## config.mk

```make
export PLATFORM = sky130hd
export DESIGN_NAME = ubb_top
export DESIGN_NICKNAME = d
export VERILOG_FILES = /design/src/logic/ubb_pkg.sv /design/src/logic/ubb_top.sv /design/src/logic/ubb_baud_gen.sv
export SDC_FILE = /design/constraint.sdc
export NUM_CORES = 1
export LEC_CHECK = 0
export BUFFER_PORTS_ARGS = -buffer_cell sky130_fd_sc_hd__buf_2
export CORE_ASPECT_RATIO = 1.25
export CORE_MARGIN = 2
export CORE_UTILIZATION = 52
export DETAILED_ROUTE_END_ITERATION = 8
export GPL_TIMING_DRIVEN = 0
export PLACE_DENSITY = 0.88
export REMOVE_ABC_BUFFERS = 1
export SLEW_MARGIN = 20
export SYNTH_ARGS = -nofsm -noshare
export SYNTH_HDL_FRONTEND = slang
export SYNTH_SLANG_ARGS = --single-unit
```

## constraint.sdc

```tcl
create_clock -name I_SYS_CLK -period 1.3 [get_ports I_SYS_CLK]
set_clock_uncertainty 0.05 [all_clocks]
set_input_delay 0.13 -clock I_SYS_CLK [delete_from_list [all_inputs] [get_ports I_SYS_CLK]]
set_output_delay 0.13 -clock I_SYS_CLK [all_outputs]
set_load 0.01 [all_outputs]
```

## src/logic/ubb_pkg.sv

```systemverilog
/*
  Package for the baud divider and break control block: register indices and
  byte addresses, field positions, reset values, bus carriers and helpers.
  Assumes a 32-bit AXI4-Lite master and a 200 MHz system clock.
*/
// Contract
// - Divide base clock by k, 4 to 255.
// - Bit rate is counter output over two.
// - Divider resets to all ones, 255.
// - Identical rewrites never disturb communication.
// - Control register resets to 0x16.
// - Break status reads 1 while receiving break.
// - Bad break returns to waiting, status held.
// - Receive trigger reads 0, self-clears on success.
// - Transmit trigger reads 0, self-clears at end.
// - Length code selects 13 to 20 bits.
// - Bit order 0 MSB, 1 LSB first.
// - Inversion flips line and keeps pin owned.
// - Switch bits route receive line to inputs.
// - Switch register resets zero, upper bits zero.
// - Power off resets break status and trigger.
package ubb_pkg;

  // Register indices; the byte address is four times the index.
  localparam logic [15:0] IDX_INPUT_SWITCH = 16'hFF4F;
  localparam logic [15:0] IDX_SERIAL_MODE  = 16'hFF50;
  localparam logic [15:0] IDX_BAUD_DIVIDER = 16'hFF57;
  localparam logic [15:0] IDX_LINK_CONTROL = 16'hFF58;
  localparam int          ADDR_W           = 20;
  localparam logic [19:0] ADDR_INPUT_SWITCH = {2'h0, IDX_INPUT_SWITCH, 2'h0};
  localparam logic [19:0] ADDR_SERIAL_MODE  = {2'h0, IDX_SERIAL_MODE, 2'h0};
  localparam logic [19:0] ADDR_BAUD_DIVIDER = {2'h0, IDX_BAUD_DIVIDER, 2'h0};
  localparam logic [19:0] ADDR_LINK_CONTROL = {2'h0, IDX_LINK_CONTROL, 2'h0};

  // Reset values.
  localparam logic [7:0] RST_INPUT_SWITCH = 8'h00;
  localparam logic [7:0] RST_SERIAL_MODE  = 8'h01;
  localparam logic [7:0] RST_BAUD_DIVIDER = 8'hFF;
  localparam logic [7:0] RST_LINK_CONTROL = 8'h16;

  // Serial mode register fields.
  localparam int MODE_POWER_BIT = 7;
  localparam int MODE_TXE_BIT   = 6;
  localparam int MODE_RXE_BIT   = 5;

  // Link control register fields.
  localparam int CTL_RX_STATUS_BIT = 7;
  localparam int CTL_RX_TRIG_BIT   = 6;
  localparam int CTL_TX_TRIG_BIT   = 5;
  localparam int CTL_LEN_HI        = 4;
  localparam int CTL_LEN_LO        = 2;
  localparam int CTL_ORDER_BIT     = 1;
  localparam int CTL_INVERT_BIT    = 0;

  // Input switch fields; bits above are fixed zero.
  localparam int ISW_IRQ_BIT = 0;
  localparam int ISW_CAP_BIT = 1;
  localparam logic [7:0] ISW_MASK = 8'h03;

  // Divider limits and break figures.
  localparam logic [7:0] DIV_MIN          = 8'h04;
  localparam logic [4:0] BRK_RX_MIN_BITS  = 5'h0B;
  localparam logic [4:0] BRK_LEN_BASE_LO  = 5'h10;
  localparam logic [4:0] BRK_LEN_BASE_HI  = 5'h08;
  localparam logic [2:0] BRK_LEN_WRAP     = 3'h5;

  // AXI response codes.
  localparam logic [1:0] RESP_OKAY   = 2'h0;
  localparam logic [1:0] RESP_SLVERR = 2'h2;

  // Register selector, one-hot.
  localparam logic [3:0] SEL_NONE = 4'h0;
  localparam logic [3:0] SEL_ISW  = 4'h1;
  localparam logic [3:0] SEL_MODE = 4'h2;
  localparam logic [3:0] SEL_DIV  = 4'h4;
  localparam logic [3:0] SEL_CTL  = 4'h8;

  // Master-to-slave bus signals.
  typedef struct packed {
    logic [19:0] awaddr;
    logic        awvalid;
    logic [31:0] wdata;
    logic [3:0]  wstrb;
    logic        wvalid;
    logic        bready;
    logic [19:0] araddr;
    logic        arvalid;
    logic        rready;
  } ubb_axi_req_t;

  // Slave-to-master bus signals.
  typedef struct packed {
    logic        awready;
    logic        wready;
    logic        bvalid;
    logic [1:0]  bresp;
    logic        arready;
    logic        rvalid;
    logic [31:0] rdata;
    logic [1:0]  rresp;
  } ubb_axi_rsp_t;

  typedef enum logic [1:0] {BRX_OFF, BRX_WAIT, BRX_MEASURE} ubb_brx_t;
  typedef enum logic [0:0] {BTX_IDLE, BTX_LOW} ubb_btx_t;

  // Address decode shared by the read and write paths.
  function automatic logic [3:0] ubb_decode(input logic [19:0] addr);
    logic [3:0] sel;
    sel = SEL_NONE;
    if (addr == ADDR_INPUT_SWITCH) begin
      sel = SEL_ISW;
    end else if (addr == ADDR_SERIAL_MODE) begin
      sel = SEL_MODE;
    end else if (addr == ADDR_BAUD_DIVIDER) begin
      sel = SEL_DIV;
    end else if (addr == ADDR_LINK_CONTROL) begin
      sel = SEL_CTL;
    end
    return sel;
  endfunction

  // Break length in bits: codes 5..7 give 13..15, codes 0..4 give 16..20.
  function automatic logic [4:0] ubb_break_len(input logic [2:0] code);
    logic [4:0] len;
    len = (code >= BRK_LEN_WRAP) ? (BRK_LEN_BASE_HI + {2'h0, code}) : (BRK_LEN_BASE_LO + {2'h0, code});
    return len;
  endfunction

endpackage

```

## src/logic/ubb_top.sv

```systemverilog
/*
  Baud divider, break field control and input source switching for one
  asynchronous serial unit, with an AXI4-Lite register slave.
  Assumes the base clock selector supplies a tick in this clock domain and
  that the ordinary transmitter and receiver sit outside this block.
*/
// Design decision made here: register access over AXI4-Lite.
`timescale 1ns/1ps
module ubb_top (
  input  wire logic                  I_SYS_CLK,            // 200 MHz system clock.
  input  wire logic                  I_RESET_N,            // Asynchronous reset, active low.
  input  wire ubb_pkg::ubb_axi_req_t I_AXI,                // Bus master signals.
  output ubb_pkg::ubb_axi_rsp_t      O_AXI,                // Bus slave signals.
  input  wire logic                  I_BASE_TICK,          // Base clock tick, same domain.
  input  wire logic                  I_TX_DATA,            // Ordinary transmitter bit level.
  input  wire logic                  I_SERIAL_RX_LINE,     // Receive pin.
  input  wire logic                  I_EXT_IRQ_PIN,        // External interrupt pin.
  input  wire logic                  I_CAPTURE_PIN,        // Timer capture pin.
  output logic                       O_SERIAL_TX_LINE,     // Transmit pin level.
  output logic                       O_TX_PIN_OWNED,       // Transmit pin taken by the unit.
  output logic                       O_RX_LINE,            // Receive level for the receiver.
  output logic                       O_EXTERNAL_IRQ_INPUT, // Routed interrupt input.
  output logic                       O_TIMER_CAPTURE_INPUT,// Routed capture input.
  output logic                       O_BIT_TICK,           // One pulse per bit time.
  output logic [7:0]                 O_SERIAL_MODE,        // Serial mode register.
  output logic                       O_BIT_ORDER_LSB,      // Bit order for the shifters.
  output logic                       O_TX_DONE_IRQ,        // Break transmit done pulse.
  output logic                       O_RX_DONE_IRQ         // Break receive done pulse.
);
  import ubb_pkg::*;

  // Register file state, on the main reset.
  logic [7:0] isw_reg, isw_next;       // Input source switch.
  logic [7:0] mode_reg, mode_next;     // Serial mode register.
  logic [7:0] div_reg, div_next;       // Divide value.
  logic [4:0] ctl_reg, ctl_next;       // Length, order and inversion fields.

  // Bus slave state.
  logic        aw_got_reg, aw_got_next;  // Write address held.
  logic        w_got_reg, w_got_next;    // Write data held.
  logic [19:0] waddr_reg, waddr_next;
  logic [7:0]  wdata_reg, wdata_next;
  logic        wstrb_reg, wstrb_next;    // Lane zero strobe.
  logic        bvalid_reg, bvalid_next;
  logic [1:0]  bresp_reg, bresp_next;
  logic        rvalid_reg, rvalid_next;
  logic [7:0]  rdata_reg, rdata_next;
  logic [1:0]  rresp_reg, rresp_next;

  // Break state, on the unit reset.
  ubb_brx_t   brx_reg, brx_next;
  logic       rx_trig_reg, rx_trig_next;    // Receive trigger in force.
  logic       rx_stat_reg, rx_stat_next;    // Break receive status.
  logic [4:0] rx_cnt_reg, rx_cnt_next;      // Low bit times seen.
  ubb_btx_t   btx_reg, btx_next;
  logic [4:0] tx_cnt_reg, tx_cnt_next;      // Low bit times sent.
  logic       txi_reg, txi_next;
  logic       rxi_reg, rxi_next;

  // Pin synchronisers and routed outputs.
  logic [2:0] sync1_reg, sync2_reg;  // Stage one is read only by stage two.
  logic       irq_out_reg, cap_out_reg, tx_out_reg, own_reg;
  logic       irq_out_next, cap_out_next, tx_out_next, own_next;

  logic       core_rst_n;   // Unit reset: main reset or power off.
  logic       bit_tick;
  logic       wr_do;        // Write performed this cycle.
  logic [3:0] wsel, rsel;
  logic       power, txe, rxe, rx_sync;

  assign power   = mode_reg[MODE_POWER_BIT];
  assign txe     = mode_reg[MODE_TXE_BIT];
  assign rxe     = mode_reg[MODE_RXE_BIT];
  assign rx_sync = sync2_reg[0];
  assign wsel    = ubb_decode(waddr_reg);
  assign rsel    = ubb_decode(I_AXI.araddr);
  assign wr_do   = aw_got_reg & w_got_reg & ~bvalid_reg;

  // Power off resets the unit at once; the term comes from a flop, so it is glitch free.
  assign core_rst_n = I_RESET_N & power;

  ubb_baud_gen #(.W(8)) u_baud (
    .i_clk      (I_SYS_CLK),
    .i_rst_n    (core_rst_n),
    .i_base_tick(I_BASE_TICK),
    .i_divide   (div_reg),
    .o_bit_tick (bit_tick)
  );

  // Bus slave: address and data are taken in either order, the response follows both.
  always_comb begin
    aw_got_next = aw_got_reg;
    w_got_next  = w_got_reg;
    waddr_next  = waddr_reg;
    wdata_next  = wdata_reg;
    wstrb_next  = wstrb_reg;
    bvalid_next = bvalid_reg;
    bresp_next  = bresp_reg;
    rvalid_next = rvalid_reg;
    rdata_next  = rdata_reg;
    rresp_next  = rresp_reg;
    if (I_AXI.awvalid && !aw_got_reg) begin
      aw_got_next = 1'b1;
      waddr_next  = I_AXI.awaddr;
    end
    if (I_AXI.wvalid && !w_got_reg) begin
      w_got_next = 1'b1;
      wdata_next = I_AXI.wdata[7:0];
      wstrb_next = I_AXI.wstrb[0];
    end
    if (bvalid_reg && I_AXI.bready) begin
      bvalid_next = 1'b0;
    end
    if (wr_do) begin
      aw_got_next = 1'b0;
      w_got_next  = 1'b0;
      bvalid_next = 1'b1;
      bresp_next  = (wsel == SEL_NONE) ? RESP_SLVERR : RESP_OKAY;
    end
    if (rvalid_reg && I_AXI.rready) begin
      rvalid_next = 1'b0;
    end
    // A read is taken only while no answer is pending.
    if (I_AXI.arvalid && !rvalid_reg) begin
      rvalid_next = 1'b1;
      rresp_next  = RESP_OKAY;
      if (rsel == SEL_ISW) begin
        rdata_next = isw_reg & ISW_MASK;
      end else if (rsel == SEL_MODE) begin
        rdata_next = mode_reg;
      end else if (rsel == SEL_DIV) begin
        rdata_next = div_reg;
      end else if (rsel == SEL_CTL) begin
        // Both triggers read as zero.
        rdata_next = {rx_stat_reg, 2'h0, ctl_reg};
      end else begin
        rdata_next = 8'h00;
        rresp_next = RESP_SLVERR;
      end
    end
  end

  always_ff @(posedge I_SYS_CLK or negedge I_RESET_N) begin
    if (!I_RESET_N) begin
      aw_got_reg <= 1'b0;
      w_got_reg  <= 1'b0;
      waddr_reg  <= 20'h00000;
      wdata_reg  <= 8'h00;
      wstrb_reg  <= 1'b0;
      bvalid_reg <= 1'b0;
      bresp_reg  <= RESP_OKAY;
      rvalid_reg <= 1'b0;
      rdata_reg  <= 8'h00;
      rresp_reg  <= RESP_OKAY;
    end else begin
      aw_got_reg <= aw_got_next;
      w_got_reg  <= w_got_next;
      waddr_reg  <= waddr_next;
      wdata_reg  <= wdata_next;
      wstrb_reg  <= wstrb_next;
      bvalid_reg <= bvalid_next;
      bresp_reg  <= bresp_next;
      rvalid_reg <= rvalid_next;
      rdata_reg  <= rdata_next;
      rresp_reg  <= rresp_next;
    end
  end

  // Plain register fields; a write of the same value changes nothing downstream.
  always_comb begin
    isw_next  = isw_reg;
    mode_next = mode_reg;
    div_next  = div_reg;
    ctl_next  = ctl_reg;
    if (wr_do && wstrb_reg) begin
      if (wsel == SEL_ISW) begin
        isw_next = wdata_reg & ISW_MASK;
      end else if (wsel == SEL_MODE) begin
        mode_next = wdata_reg;
      end else if (wsel == SEL_DIV) begin
        div_next = wdata_reg;
      end else if (wsel == SEL_CTL) begin
        ctl_next = wdata_reg[CTL_LEN_HI:CTL_INVERT_BIT];
      end
    end
  end

  always_ff @(posedge I_SYS_CLK or negedge I_RESET_N) begin
    if (!I_RESET_N) begin
      isw_reg  <= RST_INPUT_SWITCH;
      mode_reg <= RST_SERIAL_MODE;
      div_reg  <= RST_BAUD_DIVIDER;
      ctl_reg  <= RST_LINK_CONTROL[CTL_LEN_HI:CTL_INVERT_BIT];
    end else begin
      isw_reg  <= isw_next;
      mode_reg <= mode_next;
      div_reg  <= div_next;
      ctl_reg  <= ctl_next;
    end
  end

  // Break sequencing. Triggers act only on a written one, so a refresh with zeros is harmless.
  always_comb begin
    brx_next     = brx_reg;
    rx_trig_next = rx_trig_reg;
    rx_stat_next = rx_stat_reg;
    rx_cnt_next  = rx_cnt_reg;
    btx_next     = btx_reg;
    tx_cnt_next  = tx_cnt_reg;
    txi_next     = 1'b0;
    rxi_next     = 1'b0;
    case (brx_reg)
      BRX_WAIT: begin
        if (!rx_sync) begin
          brx_next    = BRX_MEASURE;
          rx_cnt_next = 5'h00;
        end
      end
      BRX_MEASURE: begin
        if (rx_sync) begin
          if (rx_cnt_reg >= BRK_RX_MIN_BITS) begin
            brx_next     = BRX_OFF;
            rx_trig_next = 1'b0;
            rx_stat_next = 1'b0;
            rxi_next     = 1'b1;
          end else begin
            brx_next = BRX_WAIT;
          end
        end else if (bit_tick && rx_cnt_reg != 5'h1F) begin
          rx_cnt_next = rx_cnt_reg + 5'h01;
        end
      end
      default: begin
      end
    endcase
    case (btx_reg)
      BTX_LOW: begin
        if (bit_tick) begin
          tx_cnt_next = tx_cnt_reg + 5'h01;
          if (tx_cnt_reg + 5'h01 >= ubb_break_len(ctl_reg[CTL_LEN_HI:CTL_LEN_LO])) begin
            btx_next = BTX_IDLE;
            txi_next = 1'b1;
          end
        end
      end
      default: begin
      end
    endcase
    if (wr_do && wstrb_reg && wsel == SEL_CTL) begin
      if (wdata_reg[CTL_RX_TRIG_BIT] && rxe) begin
        brx_next     = BRX_WAIT;
        rx_trig_next = 1'b1;
        rx_stat_next = 1'b1;
      end
      if (wdata_reg[CTL_TX_TRIG_BIT] && txe && btx_reg == BTX_IDLE) begin
        btx_next    = BTX_LOW;
        tx_cnt_next = 5'h00;
      end
    end
    // Disabling a direction resets its side of the break logic.
    if (!rxe) begin
      brx_next     = BRX_OFF;
      rx_trig_next = 1'b0;
      rx_stat_next = 1'b0;
    end
    if (!txe) begin
      btx_next = BTX_IDLE;
    end
  end

  always_ff @(posedge I_SYS_CLK or negedge core_rst_n) begin
    if (!core_rst_n) begin
      brx_reg     <= BRX_OFF;
      rx_trig_reg <= 1'b0;
      rx_stat_reg <= 1'b0;
      rx_cnt_reg  <= 5'h00;
      btx_reg     <= BTX_IDLE;
      tx_cnt_reg  <= 5'h00;
      txi_reg     <= 1'b0;
      rxi_reg     <= 1'b0;
    end else begin
      brx_reg     <= brx_next;
      rx_trig_reg <= rx_trig_next;
      rx_stat_reg <= rx_stat_next;
      rx_cnt_reg  <= rx_cnt_next;
      btx_reg     <= btx_next;
      tx_cnt_reg  <= tx_cnt_next;
      txi_reg     <= txi_next;
      rxi_reg     <= rxi_next;
    end
  end

  // Pin levels and routing. With power off the line idles high before inversion.
  always_comb begin
    irq_out_next = isw_reg[ISW_IRQ_BIT] ? rx_sync : sync2_reg[1];
    cap_out_next = isw_reg[ISW_CAP_BIT] ? rx_sync : sync2_reg[2];
    if (!power) begin
      tx_out_next = 1'b1 ^ ctl_reg[CTL_INVERT_BIT];
    end else if (btx_reg == BTX_LOW) begin
      tx_out_next = 1'b0 ^ ctl_reg[CTL_INVERT_BIT];
    end else begin
      tx_out_next = I_TX_DATA ^ ctl_reg[CTL_INVERT_BIT];
    end
    own_next = ctl_reg[CTL_INVERT_BIT] | (power & txe);
  end

  always_ff @(posedge I_SYS_CLK or negedge I_RESET_N) begin
    if (!I_RESET_N) begin
      sync1_reg   <= 3'h7;
      sync2_reg   <= 3'h7;
      irq_out_reg <= 1'b1;
      cap_out_reg <= 1'b1;
      tx_out_reg  <= 1'b1;
      own_reg     <= 1'b0;
    end else begin
      sync1_reg   <= {I_CAPTURE_PIN, I_EXT_IRQ_PIN, I_SERIAL_RX_LINE};
      sync2_reg   <= sync1_reg;
      irq_out_reg <= irq_out_next;
      cap_out_reg <= cap_out_next;
      tx_out_reg  <= tx_out_next;
      own_reg     <= own_next;
    end
  end

  // Outputs.
  assign O_AXI.awready         = ~aw_got_reg;
  assign O_AXI.wready          = ~w_got_reg;
  assign O_AXI.bvalid          = bvalid_reg;
  assign O_AXI.bresp           = bresp_reg;
  assign O_AXI.arready         = ~rvalid_reg;
  assign O_AXI.rvalid          = rvalid_reg;
  assign O_AXI.rdata           = {24'h000000, rdata_reg};
  assign O_AXI.rresp           = rresp_reg;
  assign O_SERIAL_TX_LINE      = tx_out_reg;
  assign O_TX_PIN_OWNED        = own_reg;
  assign O_RX_LINE             = power ? rx_sync : 1'b1;
  assign O_EXTERNAL_IRQ_INPUT  = irq_out_reg;
  assign O_TIMER_CAPTURE_INPUT = cap_out_reg;
  assign O_BIT_TICK            = bit_tick;
  assign O_SERIAL_MODE         = mode_reg;
  assign O_BIT_ORDER_LSB       = ctl_reg[CTL_ORDER_BIT];
  assign O_TX_DONE_IRQ         = txi_reg;
  assign O_RX_DONE_IRQ         = rxi_reg;

  // Helper: base ticks since the last bit tick, and the divide value caught at that tick.
  logic [9:0] span_reg;
  logic [7:0] span_div_reg;  // A period that saw a divider change is left unchecked.
  always_ff @(posedge I_SYS_CLK or negedge core_rst_n) begin
    if (!core_rst_n) begin
      span_reg     <= 10'h000;
      span_div_reg <= 8'h00;
    end else begin
      span_reg     <= bit_tick ? 10'(I_BASE_TICK) : span_reg + 10'(I_BASE_TICK);
      span_div_reg <= bit_tick ? div_reg : span_div_reg;
    end
  end
endmodule

```

## src/logic/ubb_baud_gen.sv

```systemverilog
/*
  Bit-rate generator: an 8-bit counter divides the base clock ticks by k, and
  the counter output is halved once more to give one tick per bit time.
  Assumes i_base_tick is a one-cycle pulse from the base clock selector in
  the same clock domain, and that its reset is held while the unit is off.
*/
`timescale 1ns/1ps
module ubb_baud_gen #(
  parameter int W = 8
) (
  input  wire logic         i_clk,        // System clock.
  input  wire logic         i_rst_n,      // Unit reset, active low.
  input  wire logic         i_base_tick,  // One pulse per base clock period.
  input  wire logic [W-1:0] i_divide,     // Divide value k.
  output logic              o_bit_tick    // One pulse per bit time.
);
  import ubb_pkg::*;

  logic [W-1:0] cnt_reg;     // Base ticks counted within one counter period.
  logic [W-1:0] cnt_next;
  logic         phase_reg;   // Counter output clock level.
  logic         phase_next;
  logic         tick_reg;    // Registered bit tick.
  logic         tick_next;
  logic [W-1:0] k_eff;       // Divide value after clamping.

  // Prohibited values below four run as four so the counter never stalls.
  assign k_eff = (i_divide < W'(DIV_MIN)) ? W'(DIV_MIN) : i_divide;

  // Counter wraps every k base ticks; every second wrap is one bit time.
  always_comb begin
    cnt_next   = cnt_reg;
    phase_next = phase_reg;
    tick_next  = 1'b0;
    if (i_base_tick) begin
      if (cnt_reg >= k_eff - W'(1)) begin
        cnt_next   = '0;
        phase_next = ~phase_reg;
        tick_next  = phase_reg;
      end else begin
        cnt_next = cnt_reg + W'(1);
      end
    end
  end

  // State registers only.
  always_ff @(posedge i_clk or negedge i_rst_n) begin
    if (!i_rst_n) begin
      cnt_reg   <= '0;
      phase_reg <= 1'b0;
      tick_reg  <= 1'b0;
    end else begin
      cnt_reg   <= cnt_next;
      phase_reg <= phase_next;
      tick_reg  <= tick_next;
    end
  end

  assign o_bit_tick = tick_reg;

endmodule

```

-- After elaboration in Yosys (flattened, before gate mapping)
Cells that the tools add are included.
- multiplexer cells: 68
- reduce and logical (&&, ||, !) cells: 26
- $lt $le $gt $ge: 5
- equal/unequal tests: 22
- bitwise operators: 16
- add/sub/neg operators: 6
- operators by type and width (cell ; count):
    $eq A20 B18 Y1 const B ; 8
    $mux W8 ; 6
    $mux W5 ; 8
    $mux W1 ; 34
    $mux W4 ; 8
    $mux W2 ; 10
    $logic_and A1 B1 Y1 ; 11
    $add A5 B1 Y5 const B ; 2
    $not A1 Y1 ; 10
    $pmux W5 S2 ; 1
    $reduce_bool A2 Y1 ; 5
    $add A8 B1 Y8 const B ; 1
    $eq A4 B1 Y1 const B ; 2
    $eq A4 B2 Y1 const B ; 2
    $eq A4 B3 Y1 const B ; 2
    $eq A4 B4 Y1 const B ; 2
    $ge A8 B8 Y1 ; 1
    $lt A8 B3 Y1 const B ; 1
    $reduce_and A4 Y1 ; 2
    $sub A8 B1 Y8 const B ; 1
    $ne A2 B2 Y1 const B ; 3
    $add A4 B3 Y5 const A ; 1
    $add A5 B3 Y5 const A ; 1
    $ge A5 B4 Y1 const B ; 1
    other kinds (14) ; 20
- logic and storage cells: 173
- output and inout bits: 58
- register bits after elaboration: 104

-- Logic depth before layout (Yosys ltp)
- depth in word-level cells: 10
- depth in mapped cells: 13

-- Cells and area by module
A second synthesis with hierarchy kept.
- cells, all modules: 468
- area total of the unflattened synthesis: 5251.3 um^2
- modules (own cells, without submodules) (module ; area each (um^2) ; sequential area each (um^2) ; instances ; cells an instance):
    ubb_top ; 4485.6 ; 2328.5 ; 1 ; 385
    ubb_baud_gen ; 765.7 ; 250.2 ; 1 ; 83

-- Worst setup path before layout
OpenSTA, ideal clock, no wires.
- path kind: reg2reg
- start: reg div_reg[4]
- end: reg u_baud.phase_reg
- setup time: 140 ps
- path buffers: 0
- stages on the path, launching flop included: 14
- clock period less this slack: 2689 ps
- data arrival time: 2500 ps
- required time: 1110 ps
- slack: -1389 ps
- cell sequence: dfstp_2 > nor3_1 > nand3_1 > nand2_1 > ha_1 > nand2_1 > nor2_1 > xnor2_1 > ha_1 > a211oi_1 > nor2_1 > a2111oi_4 > nor3_2 > xor2_1
- longest elaborated chain between the ends: 5
- RTL lines (item ; RTL line ; source):
    start: declaration ; ubb_top.sv:35 ; logic [7:0] div_reg, div_next;
    start signal: assignment ; ubb_top.sv:197 ; div_reg <= div_next;
    $lt A8 B3 Y1 ; ubb_baud_gen.sv:28 ; assign k_eff = (i_divide < W'(DIV_MIN)) ? W'(DIV_MIN) : i_divide;
    $mux W8 * ; ubb_baud_gen.sv:28 ;
    $sub A8 B1 Y8 * ; ubb_baud_gen.sv:36 ; if (cnt_reg >= k_eff - W'(1)) begin
    $ge A8 B8 Y1 * ; ubb_baud_gen.sv:36 ;
    $reduce_and A2 Y1 (no line) * ; -- ;
    end signal: assignment ; ubb_baud_gen.sv:54 ; phase_reg <= phase_next;
    end: declaration ; ubb_baud_gen.sv:21 ; logic phase_reg;
Every way passes the cells marked *; elsewhere a longest branch is shown, timed or not.
A chain may end at the register's enable or synchronous reset.

-- Worst setup path in the final report
Ends and elaborated chain as after synthesis.

==> flow_summary.ini <==
[outcome]
status = finished with violations
violations = negative setup slack

[clocking]
clk_latency_ns = 0.35
clk_pin_slew_ns = 0.07
clockBufferDepth = 2
cts_tree = built
root_buffer = clkbuf_16
cts_buffers = 9
cts_max_level = 3
numClockSinks = 102

[timing]
fin_crit_ns = 2.90
fin_crit_sh = 2.23
slew_violations = 0
hold_viol_final = 0
fmax_ghz = 0.345
maxSlewHeadroom = 0.621
setup_violations = 65
fin_ws_ns = -1.60
rsz0062_at_grt = true
tightest_slew_ns = 0.566

[global_route]
grt_overflow = 0
grt_pass1_vias = 4619
grt_antenna_before_repair = 0
grt_max_degree = 45
grt_pass1_wl_microns = 23200
gr-usage-all-layers = 0.286

[power]
total_leakage_power_nw = 3.42
finalPower_mw = 10.5
seqPwrFrac = 0.437
power.share.clock = 0.280
internal_power_mw = 7.15
powerDensity_nw_per_um2 = 1430
p_sw_mw = 3.36
sw_frac_of_total = 0.320
vdd_drop_max_mv = 1.28
pwr-share-comb = 0.282

[drt]
wl_per_cell_microns = 21.6
via_count = 4409
drtAntennaViolNets = 0
routed_wirelength_microns = 16500
drcViolationCount = 0
vias_per_cell = 5.75
drt-initial-drc-count = 413
dr.pass1.iters = 5

[floorplan]
fp.dieH_microns = 115
start_util = 0.534
rows = 40
coreArea_sq_um = 9610
die_w_microns = 92.9
die_area_sq_um = 10700
io-pin-count = 146

[cells_and_area]
layout-drive-gt1-share = 0.496
diodes = 0
area_growth_pct = 43.1
stdcell_count = 767
nNetsFinal = 744
fin_area_sq_um = 7340
largest_reg_flops = 20
final_cell_mix = buf_2 (89), dfrtp_1 (79), buf_4 (45)
final_common_cell = buf_2
postLayoutCoreUtil = 0.764

[placed_design]
numPortBuffers = 92
dp_cells = 651
postPlaceCellArea_sq_um = 5640
place_congestion = 0.835
pre_cts_ws_ns = -1.72
hpwl_microns = 8020

[critical_path]
endpoint_kind = register
cp.arrival_ns = 3.07
worstPathCellList = nor3_4 -> buf_4 -> a31oi_4 -> nand2_2 -> nor3_2 -> xnor2_1 -> ha_1 -> nand4_1 -> nor2_2 -> a2111oi_4 -> buf_4 -> nor3_4 -> xor2_1
crit_path_start_kind = register
critical_path.max_stage_delay_ns = 0.58
cp.required_ns = 1.47
path_max_fanout = 6
crit_type = reg2reg
cpMaxStageDelayCell = dfstp_2
regToRegStartpoint = div_reg[4]
critPathLaunch = div_reg[4]

[worst_hold_path]
hp-start = I_TX_DATA
hold_path_class = in2reg

[logic_synthesis]
yosysSeqAreaShare = 0.503
synth_edf_count = 0
ys_seq_elements = 102
yosysTopAreaCellShare = 0.395
synth_area_leaders = dfrtp_1 (40%), mux2_2 (13%), dfstp_2 (11%)
synth_cells = 443
ys_async_sr_fraction = 1.00
synth_cell_types = 65
netlist_area_sq_um = 5130
yosys.area.top_type = dfrtp_1
yosysWarnings = 0
synth_ff_type = dfrtp_1
avgSynthCellArea_sq_um = 11.6

[job]
cap_violations = 0
cell usage after synthesis, types with 6 or more instances:
| cell | number |
|---|---|
| buf_4 | 28 |
| clkbuf_1 | 6 |
| dfrtp_1 | 81 |
| dfstp_2 | 21 |
| ha_1 | 20 |
| inv_1 | 19 |
| mux2_2 | 57 |
| nand2_1 | 23 |
| nand3_1 | 16 |
| nor2_1 | 38 |
| o21ai_0 | 17 |
| xnor2_1 | 10 |
| xor2_1 | 9 |
layout make-up:
class                   instances  area, sq um
clock inverters                 5         82.6
fillers                       536         2260
flip-flops and latches        102         2580
inverters                      19         71.3
well taps                     126          158
repair buffers                193         1460
clock buffers                  11          233
multi-input cells             311         2760
cells by family (layout without fill, tap and decap cells):
logic type                 count (synthesis)  in the layout  synth area share
DFF                                      102            102             0.503
adders and majority gates                 20             20            0.0488
other                                      1             26          0.000731
buffers and inverters                     56            228            0.0617
and+or+nand+nor                          131            132             0.147
AOI/OAI and AO/OA                         56             56            0.0795
muxes                                     58             58             0.127
xor gates and xnor gates                  19             19            0.0324
power by group through the flow:
stage	sequential (mW)	combinational, mW	clock, mW
after global routing	4.65	3.15	3.09
after detailed placement	4.50	1.90	0
after global placement	4.42	1.76	0
after CTS	4.50	2.52	2.90
final	4.60	2.97	2.95
after floorplan	4.34	1.32	0
layer usage:
metal,up-vias,GRT usage,share of wire
met3,84,0.0701,0.063
met5,-,0,0
met2,247,0.537,0.55
li1,1909,-,-
met4,0,0.155,0.064
met1,2169,0.288,0.33
worst max-delay path, delay by kind of cell, from the launching register on:
kind,cells,cell delay [ns]
buffers and inverters,2,0.35
and+or+nand+nor,6,0.63
adders and majority gates,1,0.27
xor gates and xnor gates,2,0.32
DFF,1,0.58
AOI/OAI and AO/OA,2,0.56
what timing repair did:
action,in CTS,in global routing
hold buffers,38,1
gates cloned,1,1
gates resized for setup,74,44
setup buffers,44,17
pin swaps,50,34
setup endpoints to repair,85,105
endpoints found under the hold margin,63,61
metrics by stage:
step                      hold WS, ns  setup TNS [ns]
after global routing           0.0320          -44.73
after detailed placement       0.0525          -54.80
after CTS                     0.00664          -44.87
final                          0.0305          -41.72
after global placement          0.186         -116.59
after floorplan                -0.216          -42.12
final timing paths:
check	end	slack, ns	cells past startpoint
worst max register to register	u_baud.phase_reg	-1.60	13
max in group asynchronous	u_baud.cnt_reg[2]	0.16	4
min in group asynchronous	ctl_reg[4]	0.31	2
worst min register to register	sync2_reg[2]	0.31	0
worst max-delay path	u_baud.phase_reg	-1.60	13
worst min-delay path	O_SERIAL_TX_LINE	0.03	3
(Power assumes the default switching activity.)
